`config.mk`:
```
export PLATFORM = sky130hd
export DESIGN_NAME = sync_arm_seq
export DESIGN_NICKNAME = d
export VERILOG_FILES = /design/src/logic/sync_arm_pkg.sv /design/src/logic/level_sync.sv /design/src/logic/step_timer.sv /design/src/logic/sync_arm_seq.sv
export VERILOG_INCLUDE_DIRS = /design/src /design/src/logic
export SDC_FILE = /design/constraint.sdc
export NUM_CORES = 1
export LEC_CHECK = 0
export ABC_CLOCK_PERIOD_IN_PS = 3400
export BUFFER_PORTS_ARGS = -buffer_cell sky130_fd_sc_hd__buf_2
export CAP_MARGIN = 40
export CORE_ASPECT_RATIO = 1.25
export CORE_MARGIN = 8
export CORE_UTILIZATION = 44
export CTS_BUF_LIST = sky130_fd_sc_hd__clkbuf_2 sky130_fd_sc_hd__clkbuf_4 sky130_fd_sc_hd__clkbuf_8
export DETAILED_ROUTE_END_ITERATION = 10
export GPL_TIMING_DRIVEN = 0
export PLACE_DENSITY = 0.7
export SLEW_MARGIN = 10
export SYNTH_ARGS = -nofsm -noshare
export SYNTH_HDL_FRONTEND = slang
export SYNTH_SLANG_ARGS = --single-unit
```
`constraint.sdc`:
```
create_clock -name i_sys_clk -period 3.4 [get_ports i_sys_clk]
set_input_delay 0 -clock i_sys_clk [delete_from_list [all_inputs] [get_ports i_sys_clk]]
set_output_delay 0 -clock i_sys_clk [all_outputs]
set_load 0.05 [all_outputs]
```
`src/logic/sync_arm_regs.svh`:
```
// Register offsets, fields, reset values and timing counts of the sequencer
`ifndef SYNC_ARM_REGS_SVH
`define SYNC_ARM_REGS_SVH

// ==========================================================
// Register offsets (byte addresses)
`define SA_CTRL_OFF 8'h00
`define SA_SYNC_OFF 8'h04
`define SA_INIT_OFF 8'h08
`define SA_CHECK_OFF 8'h0c
`define SA_STATUS_OFF 8'h10
`define SA_STOP_OFF 8'h14
`define SA_ADDR_OFF 8'h18
`define SA_DLY_OFF 8'h1c
// ==========================================================
// Field positions
`define SA_CTRL_LEVEL_BIT 0
`define SA_CTRL_TTL_LSB 4
`define SA_CTRL_TTL_MSB 7
`define SA_INIT_GRP_LSB 0
`define SA_INIT_GRP_MSB 3
`define SA_INIT_MODE_LSB 4
`define SA_INIT_MODE_MSB 5
`define SA_INIT_ZERO_LSB 8
`define SA_INIT_ZERO_MSB 11
`define SA_INIT_EXTARM_BIT 12
// ==========================================================
// Reset values
`define SA_LEVEL_RST 1'b0
`define SA_TTL_RST 4'h8
`define SA_TTL_OFF 4'h8
`define SA_GRP_DEFAULT 4'h1
// ==========================================================
// Timing: 16 ms settle and delay step at 50 MHz
`define SA_STEP_MS 16
`define SA_CLK_KHZ 50000
`define SA_STEP_CYC (`SA_STEP_MS * `SA_CLK_KHZ)

`endif

```
`src/logic/sync_arm_pkg.sv`:
```
// Types shared by the sync and arm sequencer
package sync_arm_pkg;
  // Initiate flavours
  typedef enum logic [1:0] {
    MODE_IMM = 2'h0,
    MODE_DELAY = 2'h1,
    MODE_CONT = 2'h2
  } init_mode_e;
  // Arming sequence states, one-hot
  typedef enum logic [9:0] {
    ST_IDLE = 10'h001,
    ST_CHECK = 10'h002,
    ST_RANGE = 10'h004,
    ST_ZERO = 10'h008,
    ST_LOAD = 10'h010,
    ST_SETUP = 10'h020,
    ST_CLRMC = 10'h040,
    ST_ENABLE = 10'h080,
    ST_DELAY = 10'h100,
    ST_ARMTRG = 10'h200
  } arm_state_e;
  typedef logic [3:0] grp_t;
endpackage

```
`src/logic/level_sync.sv`:
```
// Two flip-flop synchroniser for a bundle of asynchronous levels
`timescale 1ns/1ns
`default_nettype none
module level_sync #(
  parameter int W = 1
) (
  input wire logic i_sys_clk,
  input wire logic i_rstn,
  input wire logic [W-1:0] i_async,
  output logic [W-1:0] o_sync
);
  // ==========================================================
  // State
  typedef struct packed {
    logic [W-1:0] meta;
    logic [W-1:0] sync;
  } state_s;
  state_s st_q;
  state_s st_d;

  // First stage feeds only the second
  always_comb begin
    st_d = st_q;
    st_d.meta = i_async;
    st_d.sync = st_q.meta;
  end

  // Registered with synchronous reset
  always_ff @(posedge i_sys_clk) begin
    if (!i_rstn) begin
      st_q <= '0;
    end else begin
      st_q <= st_d;
    end
  end
  assign o_sync = st_q.sync;
endmodule
`default_nettype wire

```
`src/logic/step_timer.sv`:
```
// Countdown timer in whole 16 ms steps, with done pulse
`timescale 1ns/1ns
`default_nettype none
`include "sync_arm_regs.svh"
module step_timer #(
  parameter int STEP_CYC = `SA_STEP_CYC
) (
  input wire logic i_sys_clk,
  input wire logic i_rstn,
  input wire logic i_start,
  input wire logic [31:0] i_steps,
  output logic o_busy,
  output logic o_done
);
  // ==========================================================
  // State
  typedef struct packed {
    logic [31:0] steps;
    logic [31:0] cyc;
    logic busy;
    logic done;
  } state_s;
  state_s st_q;
  state_s st_d;

  // Count cycles within a step, then steps
  always_comb begin
    st_d = st_q;
    st_d.done = 1'b0;
    if (i_start) begin
      // Zero steps finishes at once
      st_d.busy = (i_steps != 32'h0);
      st_d.done = (i_steps == 32'h0);
      st_d.steps = i_steps;
      st_d.cyc = 32'(STEP_CYC - 1);
    end else if (st_q.busy) begin
      if (st_q.cyc != 32'h0) begin
        st_d.cyc = st_q.cyc - 32'h1;
      end else if (st_q.steps == 32'h1) begin
        st_d.busy = 1'b0;
        st_d.done = 1'b1;
      end else begin
        st_d.steps = st_q.steps - 32'h1;
        st_d.cyc = 32'(STEP_CYC - 1);
      end
    end
  end

  always_ff @(posedge i_sys_clk) begin
    if (!i_rstn) begin
      st_q <= '0;
    end else begin
      st_q <= st_d;
    end
  end
  assign o_busy = st_q.busy;
  assign o_done = st_q.done;
endmodule
`default_nettype wire

```
`src/logic/sync_arm_seq.sv`:
```
// Group clock synchroniser and arming sequencer
// Function
// - Sync on command, external input, or trigger line
// - Each sync pulse clears time-tag counters
// - External sync polarity programmable, low after reset
// - Trigger lines 1-7 selectable, 8 disables
// - Sync resets dividers even while sampling
// - Active external sync inhibits all sampling clocks
// - Sync command acts at once, one pulse
// - Initiate arms listed groups, default group 1
// - Immediate initiate stops after post-trigger count
// - Delayed initiate arms triggers after 16 ms steps
// - Continuous runs until stop, records stop address
// - Four checks fail: error, no arming
// - Set spans, relays, wait 16 ms settle
// - Zero-on-arm clears group memory first
// - Load registers, route channels, program slopes
// - Clear measurement-complete bits before enabling
// - Enable, delay, arm triggers, software trigger
`timescale 1ns/1ns
`default_nettype none
`include "sync_arm_regs.svh"
module sync_arm_seq #(
  // Cycles per 16 ms step; a bench may shorten it to keep runs brief
  parameter int STEP_CYC = `SA_STEP_CYC
) (
  input wire logic i_sys_clk,
  input wire logic i_rstn,
  input wire logic [7:0] i_addr,
  input wire logic [31:0] i_wdata,
  input wire logic i_wr,
  input wire logic i_rd,
  output logic [31:0] o_rdata,
  input wire logic i_ext_sync,
  input wire logic [7:0] i_ttl_trig,
  input wire sync_arm_pkg::grp_t i_post_done,
  input wire sync_arm_pkg::grp_t i_group_active,
  input wire logic [15:0] i_stop_addr,
  output logic o_sync_pulse,
  output logic o_timetag_clr,
  output sync_arm_pkg::grp_t o_div_reset,
  output logic o_clk_inhibit,
  output sync_arm_pkg::grp_t o_set_span,
  output sync_arm_pkg::grp_t o_mem_zero,
  output sync_arm_pkg::grp_t o_load_regs,
  output sync_arm_pkg::grp_t o_route,
  output sync_arm_pkg::grp_t o_prog_slopes,
  output sync_arm_pkg::grp_t o_clr_meas,
  output sync_arm_pkg::grp_t o_acq_en,
  output logic o_ext_arm_en,
  output sync_arm_pkg::grp_t o_trig_arm,
  output sync_arm_pkg::grp_t o_sw_trig,
  output logic o_init_error
);
  import sync_arm_pkg::*;

  // ==========================================================
  // Check word bits: overrun change, routed, fits, threshold
  localparam int CHK_N = 4;

  // Group mask default when software lists none
  function automatic grp_t grp_sel(input grp_t g);
    grp_sel = (g == 4'h0) ? `SA_GRP_DEFAULT : g;
  endfunction

  // Pulse a mask for exactly one state
  function automatic grp_t in_state(input arm_state_e s, input arm_state_e t,
                                    input grp_t g);
    in_state = (s == t) ? g : 4'h0;
  endfunction

  // ==========================================================
  // Whole state in one struct
  typedef struct packed {
    logic level;           // External sync active level
    logic [3:0] ttl_sel;   // Trigger line select, 8 off
    logic sync_pulse;      // Internal sync line
    arm_state_e state;     // Arming sequence
    grp_t grp;             // Groups being armed
    grp_t zero;            // Zero-on-arm mask
    init_mode_e mode;      // Initiate flavour
    logic ext_arm;         // External arm wanted
    logic [31:0] dly;      // Delay in 16 ms steps
    logic [CHK_N-1:0] chk; // Check results, 1 = pass
    grp_t acq;             // Acquisition enabled
    grp_t armed;           // Triggers armed
    grp_t cont;            // Free-running groups
    grp_t stop_ev;         // Stop requests, one cycle
    grp_t swt;             // Software trigger, one cycle
    logic err;             // Last initiate failed
    logic [15:0] trig_addr; // Stop location (read at 0x18)
    logic [31:0] rdata;    // Read data register
  } state_s;
  state_s st_q;
  state_s st_d;

  // ==========================================================
  // Synchronised inputs
  logic ext_sync_s;
  logic [7:0] ttl_s;
  logic tmr_start;
  logic [31:0] tmr_steps;
  logic tmr_busy;
  logic tmr_done;
  logic ext_active;
  logic ttl_active;

  level_sync #(.W(9)) u_in_sync (
    .i_sys_clk(i_sys_clk),
    .i_rstn(i_rstn),
    .i_async({i_ext_sync, i_ttl_trig}),
    .o_sync({ext_sync_s, ttl_s})
  );

  // Shared timer for relay settle and start delay
  step_timer #(.STEP_CYC(STEP_CYC)) u_timer (
    .i_sys_clk(i_sys_clk),
    .i_rstn(i_rstn),
    .i_start(tmr_start),
    .i_steps(tmr_steps),
    .o_busy(tmr_busy),
    .o_done(tmr_done)
  );

  // ==========================================================
  // Sync source decode
  always_comb begin
    ext_active = (ext_sync_s == st_q.level);
    // only lines 1-7 count; 0 never, 8 off
    ttl_active = (st_q.ttl_sel >= 4'h1) && (st_q.ttl_sel <= 4'h7) &&
                 ttl_s[st_q.ttl_sel[2:0]];
  end

  // Timer kicks happen on entry to settle and delay steps
  always_comb begin
    tmr_start = 1'b0;
    tmr_steps = 32'h0;
    if (st_q.state == ST_RANGE && !tmr_busy && !tmr_done &&
        st_d.state == ST_RANGE) begin
      tmr_start = 1'b1;
      tmr_steps = 32'h1;
    end else if (st_q.state == ST_ENABLE) begin
      tmr_start = 1'b1;
      // only a delayed initiate waits; others arm at once
      tmr_steps = (st_q.mode == MODE_DELAY) ? st_q.dly : 32'h0;
    end
  end

  // ==========================================================
  // Next-state logic
  always_comb begin
    st_d = st_q;
    st_d.stop_ev = 4'h0;
    st_d.swt = 4'h0;
    st_d.sync_pulse = i_wr && (i_addr == `SA_SYNC_OFF) && i_wdata[0];
    // Register writes
    if (i_wr) begin
      unique case (i_addr)
        `SA_CTRL_OFF: begin
          st_d.level = i_wdata[`SA_CTRL_LEVEL_BIT];
          // reject line 0 and anything past 8
          if (i_wdata[`SA_CTRL_TTL_MSB:`SA_CTRL_TTL_LSB] != 4'h0 &&
              i_wdata[`SA_CTRL_TTL_MSB:`SA_CTRL_TTL_LSB] <= `SA_TTL_OFF) begin
            st_d.ttl_sel = i_wdata[`SA_CTRL_TTL_MSB:`SA_CTRL_TTL_LSB];
          end
        end
        `SA_CHECK_OFF: st_d.chk = i_wdata[CHK_N-1:0];
        `SA_DLY_OFF: st_d.dly = i_wdata;
        `SA_STOP_OFF: st_d.stop_ev = i_wdata[3:0];
        `SA_INIT_OFF: begin
          // Initiate only from idle; busy writes ignored
          if (st_q.state == ST_IDLE) begin
            st_d.grp = grp_sel(i_wdata[`SA_INIT_GRP_MSB:`SA_INIT_GRP_LSB]);
            st_d.mode = init_mode_e'(
              i_wdata[`SA_INIT_MODE_MSB:`SA_INIT_MODE_LSB]);
            st_d.zero = i_wdata[`SA_INIT_ZERO_MSB:`SA_INIT_ZERO_LSB];
            st_d.ext_arm = i_wdata[`SA_INIT_EXTARM_BIT];
            st_d.state = ST_CHECK;
          end
        end
        default: ;
      endcase
    end
    // immediate or delayed stops on post-trigger count
    // Clears act before the sequencer so a same-cycle set wins
    st_d.acq = st_q.acq & ~(i_post_done & ~st_q.cont) & ~st_q.stop_ev;
    st_d.armed = st_q.armed & ~(i_post_done & ~st_q.cont) & ~st_q.stop_ev;
    // continuous stops only on request; capture address
    st_d.cont = st_q.cont & ~st_q.stop_ev;
    if ((st_q.stop_ev & st_q.cont) != 4'h0) begin
      st_d.trig_addr = i_stop_addr;
    end
    // Sequencer
    unique case (st_q.state)
      ST_IDLE: ;
      ST_CHECK: begin
        // any failed check aborts with error
        st_d.err = (st_q.chk != {CHK_N{1'b1}});
        st_d.state = (st_q.chk == {CHK_N{1'b1}}) ? ST_RANGE : ST_IDLE;
      end
      // spans and relays, then 16 ms settle
      ST_RANGE: if (tmr_done) st_d.state = ST_ZERO;
      ST_ZERO: st_d.state = ST_LOAD;
      ST_LOAD: st_d.state = ST_SETUP;
      ST_SETUP: st_d.state = ST_CLRMC;
      ST_CLRMC: st_d.state = ST_ENABLE;
      ST_ENABLE: begin
        st_d.acq = st_d.acq | st_q.grp;
        if (st_q.mode == MODE_CONT) st_d.cont = st_d.cont | st_q.grp;
        st_d.state = ST_DELAY;
      end
      ST_DELAY: if (tmr_done) st_d.state = ST_ARMTRG;
      ST_ARMTRG: begin
        st_d.armed = st_d.armed | st_q.grp;
        // Software trigger lands as the triggers stand armed
        st_d.swt = st_q.grp;
        st_d.state = ST_IDLE;
      end
      default: st_d.state = ST_IDLE;
    endcase
    // Read data, valid the cycle after the strobe
    st_d.rdata = 32'h0;
    if (i_rd) begin
      unique case (i_addr)
        `SA_CTRL_OFF: st_d.rdata = {24'h0, st_q.ttl_sel, 3'h0, st_q.level};
        `SA_CHECK_OFF: st_d.rdata = {28'h0, st_q.chk};
        `SA_DLY_OFF: st_d.rdata = st_q.dly;
        `SA_STATUS_OFF: st_d.rdata = {9'h0, st_q.err, st_q.cont,
                                      st_q.armed, st_q.acq, st_q.state};
        `SA_ADDR_OFF: st_d.rdata = {16'h0, st_q.trig_addr};
        default: st_d.rdata = 32'h0;
      endcase
    end
  end

  // ==========================================================
  // State register
  always_ff @(posedge i_sys_clk) begin
    if (!i_rstn) begin
      st_q <= '0;
      st_q.level <= `SA_LEVEL_RST;
      st_q.ttl_sel <= `SA_TTL_RST;
      st_q.state <= ST_IDLE;
      st_q.grp <= `SA_GRP_DEFAULT;
      st_q.mode <= MODE_IMM;
    end else begin
      st_q <= st_d;
    end
  end

  // ==========================================================
  // Outputs
  // OR of three sources
  assign o_sync_pulse = st_q.sync_pulse | ext_active | ttl_active;
  // time tags cleared by every sync
  assign o_timetag_clr = o_sync_pulse;
  assign o_div_reset = {4{o_sync_pulse}};
  assign o_clk_inhibit = ext_active;
  assign o_set_span = in_state(st_q.state, ST_RANGE, st_q.grp);
  assign o_mem_zero = in_state(st_q.state, ST_ZERO, st_q.grp & st_q.zero);
  assign o_load_regs = in_state(st_q.state, ST_LOAD, st_q.grp);
  assign o_route = in_state(st_q.state, ST_LOAD, st_q.grp);
  assign o_prog_slopes = in_state(st_q.state, ST_SETUP, st_q.grp);
  assign o_clr_meas = in_state(st_q.state, ST_CLRMC, st_q.grp);
  assign o_acq_en = st_q.acq;
  assign o_ext_arm_en = st_q.ext_arm && (st_q.acq != 4'h0);
  assign o_trig_arm = st_q.armed;
  assign o_sw_trig = st_q.swt;
  assign o_init_error = st_q.err;
  assign o_rdata = st_q.rdata;
endmodule
`default_nettype wire

```
==> results_dict.tcl, run 1 <==
set metrics [dict create \
    peakVddDrop_uv 269 \
    setup_slack_ns 0.293 \
    relSlewSlack_pct 35.3 \
    async_flop_share_pct 0 \
    gp_congestion 0.929 \
    hold_viol_final 0 \
    final_cell_mix "dfxtp_1 (214), buf_2 (152), nand2_1 (143)" \
    wl_per_cell_um 18.9 \
    clock-sinks 214 \
    pwr_density_cell_mw_per_mm2 408 \
    die_h_um 183 \
    placed_area_mm2 0.0109 \
    core_area_mm2 0.0221 \
    grt_max_degree 11 \
    dieArea_mm2 0.0273 \
    cts_root_buf "clkbuf_8" \
    row_count 61 \
    p_switching_uw 1170 \
    clk_pin_slew_ns 0.07 \
    p_clk_share_pct 45.3 \
    synth.avg_cell_area_um2 8.34 \
    ys_ff_latch 214 \
    hold_path_class "input pin to flip-flop" \
    ys_dominant_reg_cell "dfxtp_1" \
    post-route-drc-count 0 \
    vias_per_cell 5.64 \
    status "finished, final reports clean" \
    num_vias 9832 \
    period_needed_ns 3.11 \
    worst-path-max-fanout 10 \
    area_growth_syn_to_layout_pct 26.7 \
    cts_tree "built" \
    timing.final.crit_share_pct 91.4 \
    fin_nets 1516 \
    final_cell_count_no_fill 1743 \
    leakagePower_uw 0.00506 \
    die_width_um 149 \
    totalWireLength_mm 32.9 \
    placed_cells 1610 \
    clockBufferDepth 3 \
    crit_path_end_kind "flip-flop" \
    initial_core_util_pct 44.3 \
    fmax_mhz 322 \
    io_buffers 148 \
    intPower_uw 3890 \
    slew_viol_final 0 \
    required_ns 3.84 \
    synth_edf_count 0 \
    worstPathArrival_ns 3.55 \
    clock_skew_ns 0.0194 \
    io_pins 154 \
    seq_power_share_pct 49.8 \
    startpoint_type "flip-flop" \
    drtIter0Drc 811 \
    timing.setup.tns_ns 0 \
    layout-drive-gt1-share_pct 20.9 \
    ys_types 66 \
    final_common_cell "dfxtp_1" \
    grt_use_total_pct 23.7 \
    pre_cts_ws_ns -0.0704 \
    first_pass_iters 5 \
    swShare_pct 23.1 \
    power_uw 5060 \
    diodes 0 \
    maxCapViolCount 0 \
    combPwrFrac_pct 4.8 \
    syn_area_mm2 0.00978 \
    final_antenna_net_count 0 \
    ys_warn_count 0 \
    synth_nets 1253 \
    cts_buffers 35 \
    rsz0062_at_grt "no" \
    overflow 0 \
    dp.final_hpwl_mm 23.5 \
    finalSetupViolCount 0 \
    synth_cells 1173 \
    synth-seq-area-share_pct 43.8 \
    h-tree-depth 2 \
    antenna_found_initial 0 \
    grt_pass1_wl_mm 52.0 \
    worst_pin_slew_ns 0.962 \
    clkLatencyLatePin_ns 0.53 \
    fin_area_mm2 0.0124 \
    first_global_vias 9565 \
    crit_type "flip-flop to flip-flop" \
]
-- area by class of cell --
type | count | area (um2)
multi-input combinational | 820 | 4790
clock inverter | 8 | 47.5
sequential | 214 | 4280
timing repair buffer | 226 | 1500
tap | 283 | 354
fill | 1964 | 9660
buffer | 122 | 696
inverter | 17 | 63.8
clock buffer | 53 | 667
-- worst max-delay path: stages, from the launching register on --
cell,delay [ns]
dfxtp_1,0.30
clkbuf_1,0.19
or4_1,0.62
clkbuf_1,0.26
nor4_1,0.50
buf_2,0.26
clkbuf_1,0.43
a22o_1,0.22
nand2_1,0.06
a21oi_1,0.16
-- state kept, by name, summed over array words and instances (netlist names), 4 cells and up --
name / count
o_acq_en: 4
o_rdata: 32
o_sw_trig: 4
o_trig_arm: 4
st_q: 87
u_in_sync.o_sync: 8
u_in_sync.st_d: 8
u_timer.st_q: 64
-- metal layers --
layer	GRT usage, %	vias to the layer above	wire length [um]
li1	-	4693	-
met1	27.0	4663	12700
met2	41.5	394	16500
met3	4.09	82	2310
met4	11.9	0	1360
met5	0	-	0
-- worst paths after layout --
check                           slack (ns)  depth (start not counted)              start                  end
worst min register to register        0.43                          1  u_in_sync.st_d[5]  u_in_sync.o_sync[5]
worst max-delay path                  0.29                          9          st_q[116]     u_timer.st_q[59]
worst min-delay path                  0.08                          6          i_addr[0]            st_q[117]
worst max register to register        0.29                          9          st_q[116]     u_timer.st_q[59]
-- power by group through the flow --
stage | Combinational (uW) | Sequential [uW] | Clock, uW
final | 245 | 2520 | 2290
after global routing | 260 | 2520 | 2450
after CTS | 239 | 2520 | 2330
after detailed placement | 175 | 2580 | 0
after global placement | 175 | 2580 | 0
after floorplan | 82.1 | 2580 | 0
-- cells by family (layout without fill, tap and decap cells) --
kind of cell | count (synthesis) | count (layout) | synth area share (%)
buf+inv | 139 | 426 | 7.71
simple gates | 501 | 501 | 25.2
flops | 214 | 214 | 43.8
mux | 21 | 21 | 2.28
xor+xnor | 26 | 26 | 2.33
compound gates | 269 | 269 | 18.3
fa+ha+maj | 3 | 3 | 0.384
-- synth_stat cells (6+ instances only) --
master,n,share of area (%)
a222oi_1,9,0.92
xor2_1,19,1.7
or4_1,9,0.69
nor3_1,55,2.8
xnor2_1,7,0.63
dfxtp_1,214,44
buf_4,53,4.1
mux2i_1,20,2.0
nand4_1,13,0.83
a211oi_1,11,0.84
o31ai_1,6,0.46
a31oi_1,10,0.64
o211ai_1,6,0.46
a32o_1,6,0.61
inv_1,17,0.65
or3_1,14,0.90
o211a_1,7,0.72
nor2_1,116,4.5
nand2_1,143,5.5
and3_1,8,0.51
a221oi_1,8,0.72
clkbuf_1,64,2.5
a21oi_1,101,5.2
and2_1,54,3.5
nor4_1,35,2.2
o21ai_0,35,1.8
nor3b_1,6,0.46
a22oi_1,28,2.1
nand3_1,16,0.82
or2_2,6,0.38
-- repair_timing --
| action | in CTS | in global routing |
|---|---|---|
| buffers inserted | 0 | 0 |
| cloned | 0 | 0 |
| gates resized for setup | 3 | 10 |
| pin swaps | 0 | 0 |
| hold buffers | 72 | 0 |
| hold endpoints to repair | 93 | 0 |
| endpoints found under the setup margin | 29 | 44 |
-- per-stage QoR --
step,hold WS [ns],utilization (%)
detailed placement,0.211,49.5
finish,0.0767,56.2
CTS,0.0394,56.1
global route,0.0914,56.2
floorplan,0.122,-
global placement,0.208,49.3
Power figures use the tool's default switching activity.
==> run 2: changes to the inputs <==
- CORE_MARGIN: 8 -> unset
- GPL_ROUTABILITY_DRIVEN: unset -> 0
- MAX_ROUTING_LAYER: unset -> met4
==> run 2 against run 1 <==
Effect of this change: register-to-register slack worse by 0.16 ns; via count is 1.5% higher; clock power is 7% higher; worst setup slack worse by 0.16 ns; critical path type unchanged; critical endpoint is now u_timer.st_q[53]; largest power group unchanged; highest routed layer unchanged.
==> results_dict.tcl, run 2 (synthesized netlist as in run 1, its figures left out) <==
set metrics [dict create \
    status "finished, final reports clean" \
    grt_use_total_pct 29.1 \
    reg2reg_depth 9 \
    final_cell_mix "dfxtp_1 (214), buf_2 (152), nand2_1 (143)" \
    drtIter0Drc 815 \
    totalWireLength_mm 32.5 \
    hold_viol_final 0 \
    worst-path-max-fanout 10 \
    row_count 60 \
    power_uw 5200 \
    initial_core_util_pct 45.1 \
    post-route-drc-count 0 \
    peakVddDrop_uv 298 \
    core_area_mm2 0.0217 \
    first_global_vias 9521 \
    cts_buffers 36 \
    finalSetupViolCount 0 \
    diodes 0 \
    clock-sinks 214 \
    largest_register_ffs 87 \
    area_growth_syn_to_layout_pct 27.1 \
    first_pass_iters 7 \
    crit_path_end_kind "flip-flop" \
    io_pins 154 \
    placed_cells 1604 \
    dp.final_hpwl_mm 22.6 \
    period_needed_ns 3.27 \
    drt-met1-wl_mm 12.5 \
    fin_nets 1516 \
    fin_util_pct 57.3 \
    r2r-start "st_q[116]" \
    die_h_um 169 \
    slew_viol_final 0 \
    regMostFlops "st_q" \
    h-tree-depth 2 \
    relSlewSlack_pct 36.2 \
    grt_max_degree 11 \
    timing.final.crit_share_pct 96.2 \
    min_path_cells 5 \
    leakagePower_uw 0.00508 \
    maxCapViolCount 0 \
    rsz0062_at_grt "no" \
    wl_per_cell_um 18.7 \
    die_width_um 135 \
    nFillCells 1936 \
    hold_start "i_rd" \
    cts_tree "built" \
    hold_path_class "input pin to flip-flop" \
    startpoint_type "flip-flop" \
    met2_length_mm 15.9 \
    antenna_found_initial 0 \
    clock_skew_ns 0.0246 \
    clkLatencyLatePin_ns 0.53 \
    pwr_density_cell_mw_per_mm2 418 \
    dieArea_mm2 0.0228 \
    final_cell_count_no_fill 1740 \
    clk_pin_slew_ns 0.06 \
    clockBufferDepth 3 \
    fmax_mhz 306 \
    num_vias 9979 \
    final_common_cell "dfxtp_1" \
    min_to "o_rdata[2]" \
    overflow 0 \
    crit_type "flip-flop to flip-flop" \
    r2r-end "u_timer.st_q[53]" \
    vias_per_cell 5.74 \
    io_buffers 148 \
    worstPathArrival_ns 3.66 \
    layout-drive-gt1-share_pct 20.8 \
    worst_pin_slew_ns 0.949 \
    required_ns 3.79 \
    grt_pass1_wl_mm 50.5 \
    rrSetupSlack_ns 0.13 \
    cp-startpoint "st_q[116]" \
    cts_root_buf "clkbuf_8" \
    wl_met3_mm 2.22 \
    final_antenna_net_count 0 \
    highest_layer "met4" \
]
## run 2: cell count changes in the layout (fill, tap and decap cells not counted), moves of 2 or more
cell | before | now
clkbuf_4 | 10 | 12
nor4_2 | 5 | 3
clkinv_2 | 6 | 3
clkbuf_8 | 43 | 45
## run 2: repair_timing
item	4_1_cts	5_1_grt
hold buffers	72	0
cloned	0	0
buffers inserted	0	0
endpoints found under the setup margin	20	45
gates resized for setup	2	8
hold endpoints to repair	92	0
## run 2: critical path: stages (launching register included)
cell and delay (ns):
dfxtp_1 0.30, clkbuf_1 0.19, or4_1 0.62, clkbuf_1 0.26, o31ai_2 0.55, clkbuf_1 0.49, clkbuf_2 0.36, nor2_1 0.07
o21ai_0 0.20, a21oi_1 0.09
## run 2: how the worst max path moves through the flow
| stage | endpoint |
|---|---|
| floorplan | u_timer.o_done |
| global placement | u_timer.o_busy |
| detailed placement | u_timer.st_q[42] |
| CTS | u_timer.st_q[13] |
| global route | u_timer.st_q[28] |
| finish | u_timer.st_q[53] |
## run 2: where the power goes
group	internal [uW]	switching (uW)
clock network	1400	1030
logic	112	135
registers	2520	3.54
## run 2: layout make-up
| cell class | count | area (um2) | area share [%] |
|---|---|---|---|
| multi-input combinational | 820 | 4790 | 38.5 |
| sequential | 214 | 4280 | 34.4 |
| timing repair buffer | 225 | 1490 | 12.0 |
| clock buffer | 57 | 709 | 5.70 |
| buffer | 122 | 694 | 5.58 |
| tap | 279 | 349 | 2.81 |
| inverter | 17 | 63.8 | 0.513 |
| clock inverter | 6 | 61.3 | 0.493 |
## run 2: routing by layer
metal | vias up | track usage, %
li1 | 4668 | -
met1 | 4710 | 32.2
met2 | 483 | 49.0
met3 | 118 | 4.01
met4 | 0 | 18.1
met5 | - | -
## run 2: metrics by stage
step | setup TNS, ns | worst slack (ns) | hold WS (ns) | cell area [um2]
2_1_floorplan | 0 | 0.677 | 0.122 | 9780
3_3_place_gp | -0.688 | -0.125 | 0.211 | 10900
3_5_place_dp | -0.549 | -0.0643 | 0.213 | 10900
4_1_cts | 0 | 0.0315 | 0.0491 | 12400
5_1_grt | 0 | 0.0277 | 0.0779 | 12400
6_report | 0 | 0.129 | 0.0847 | 12400
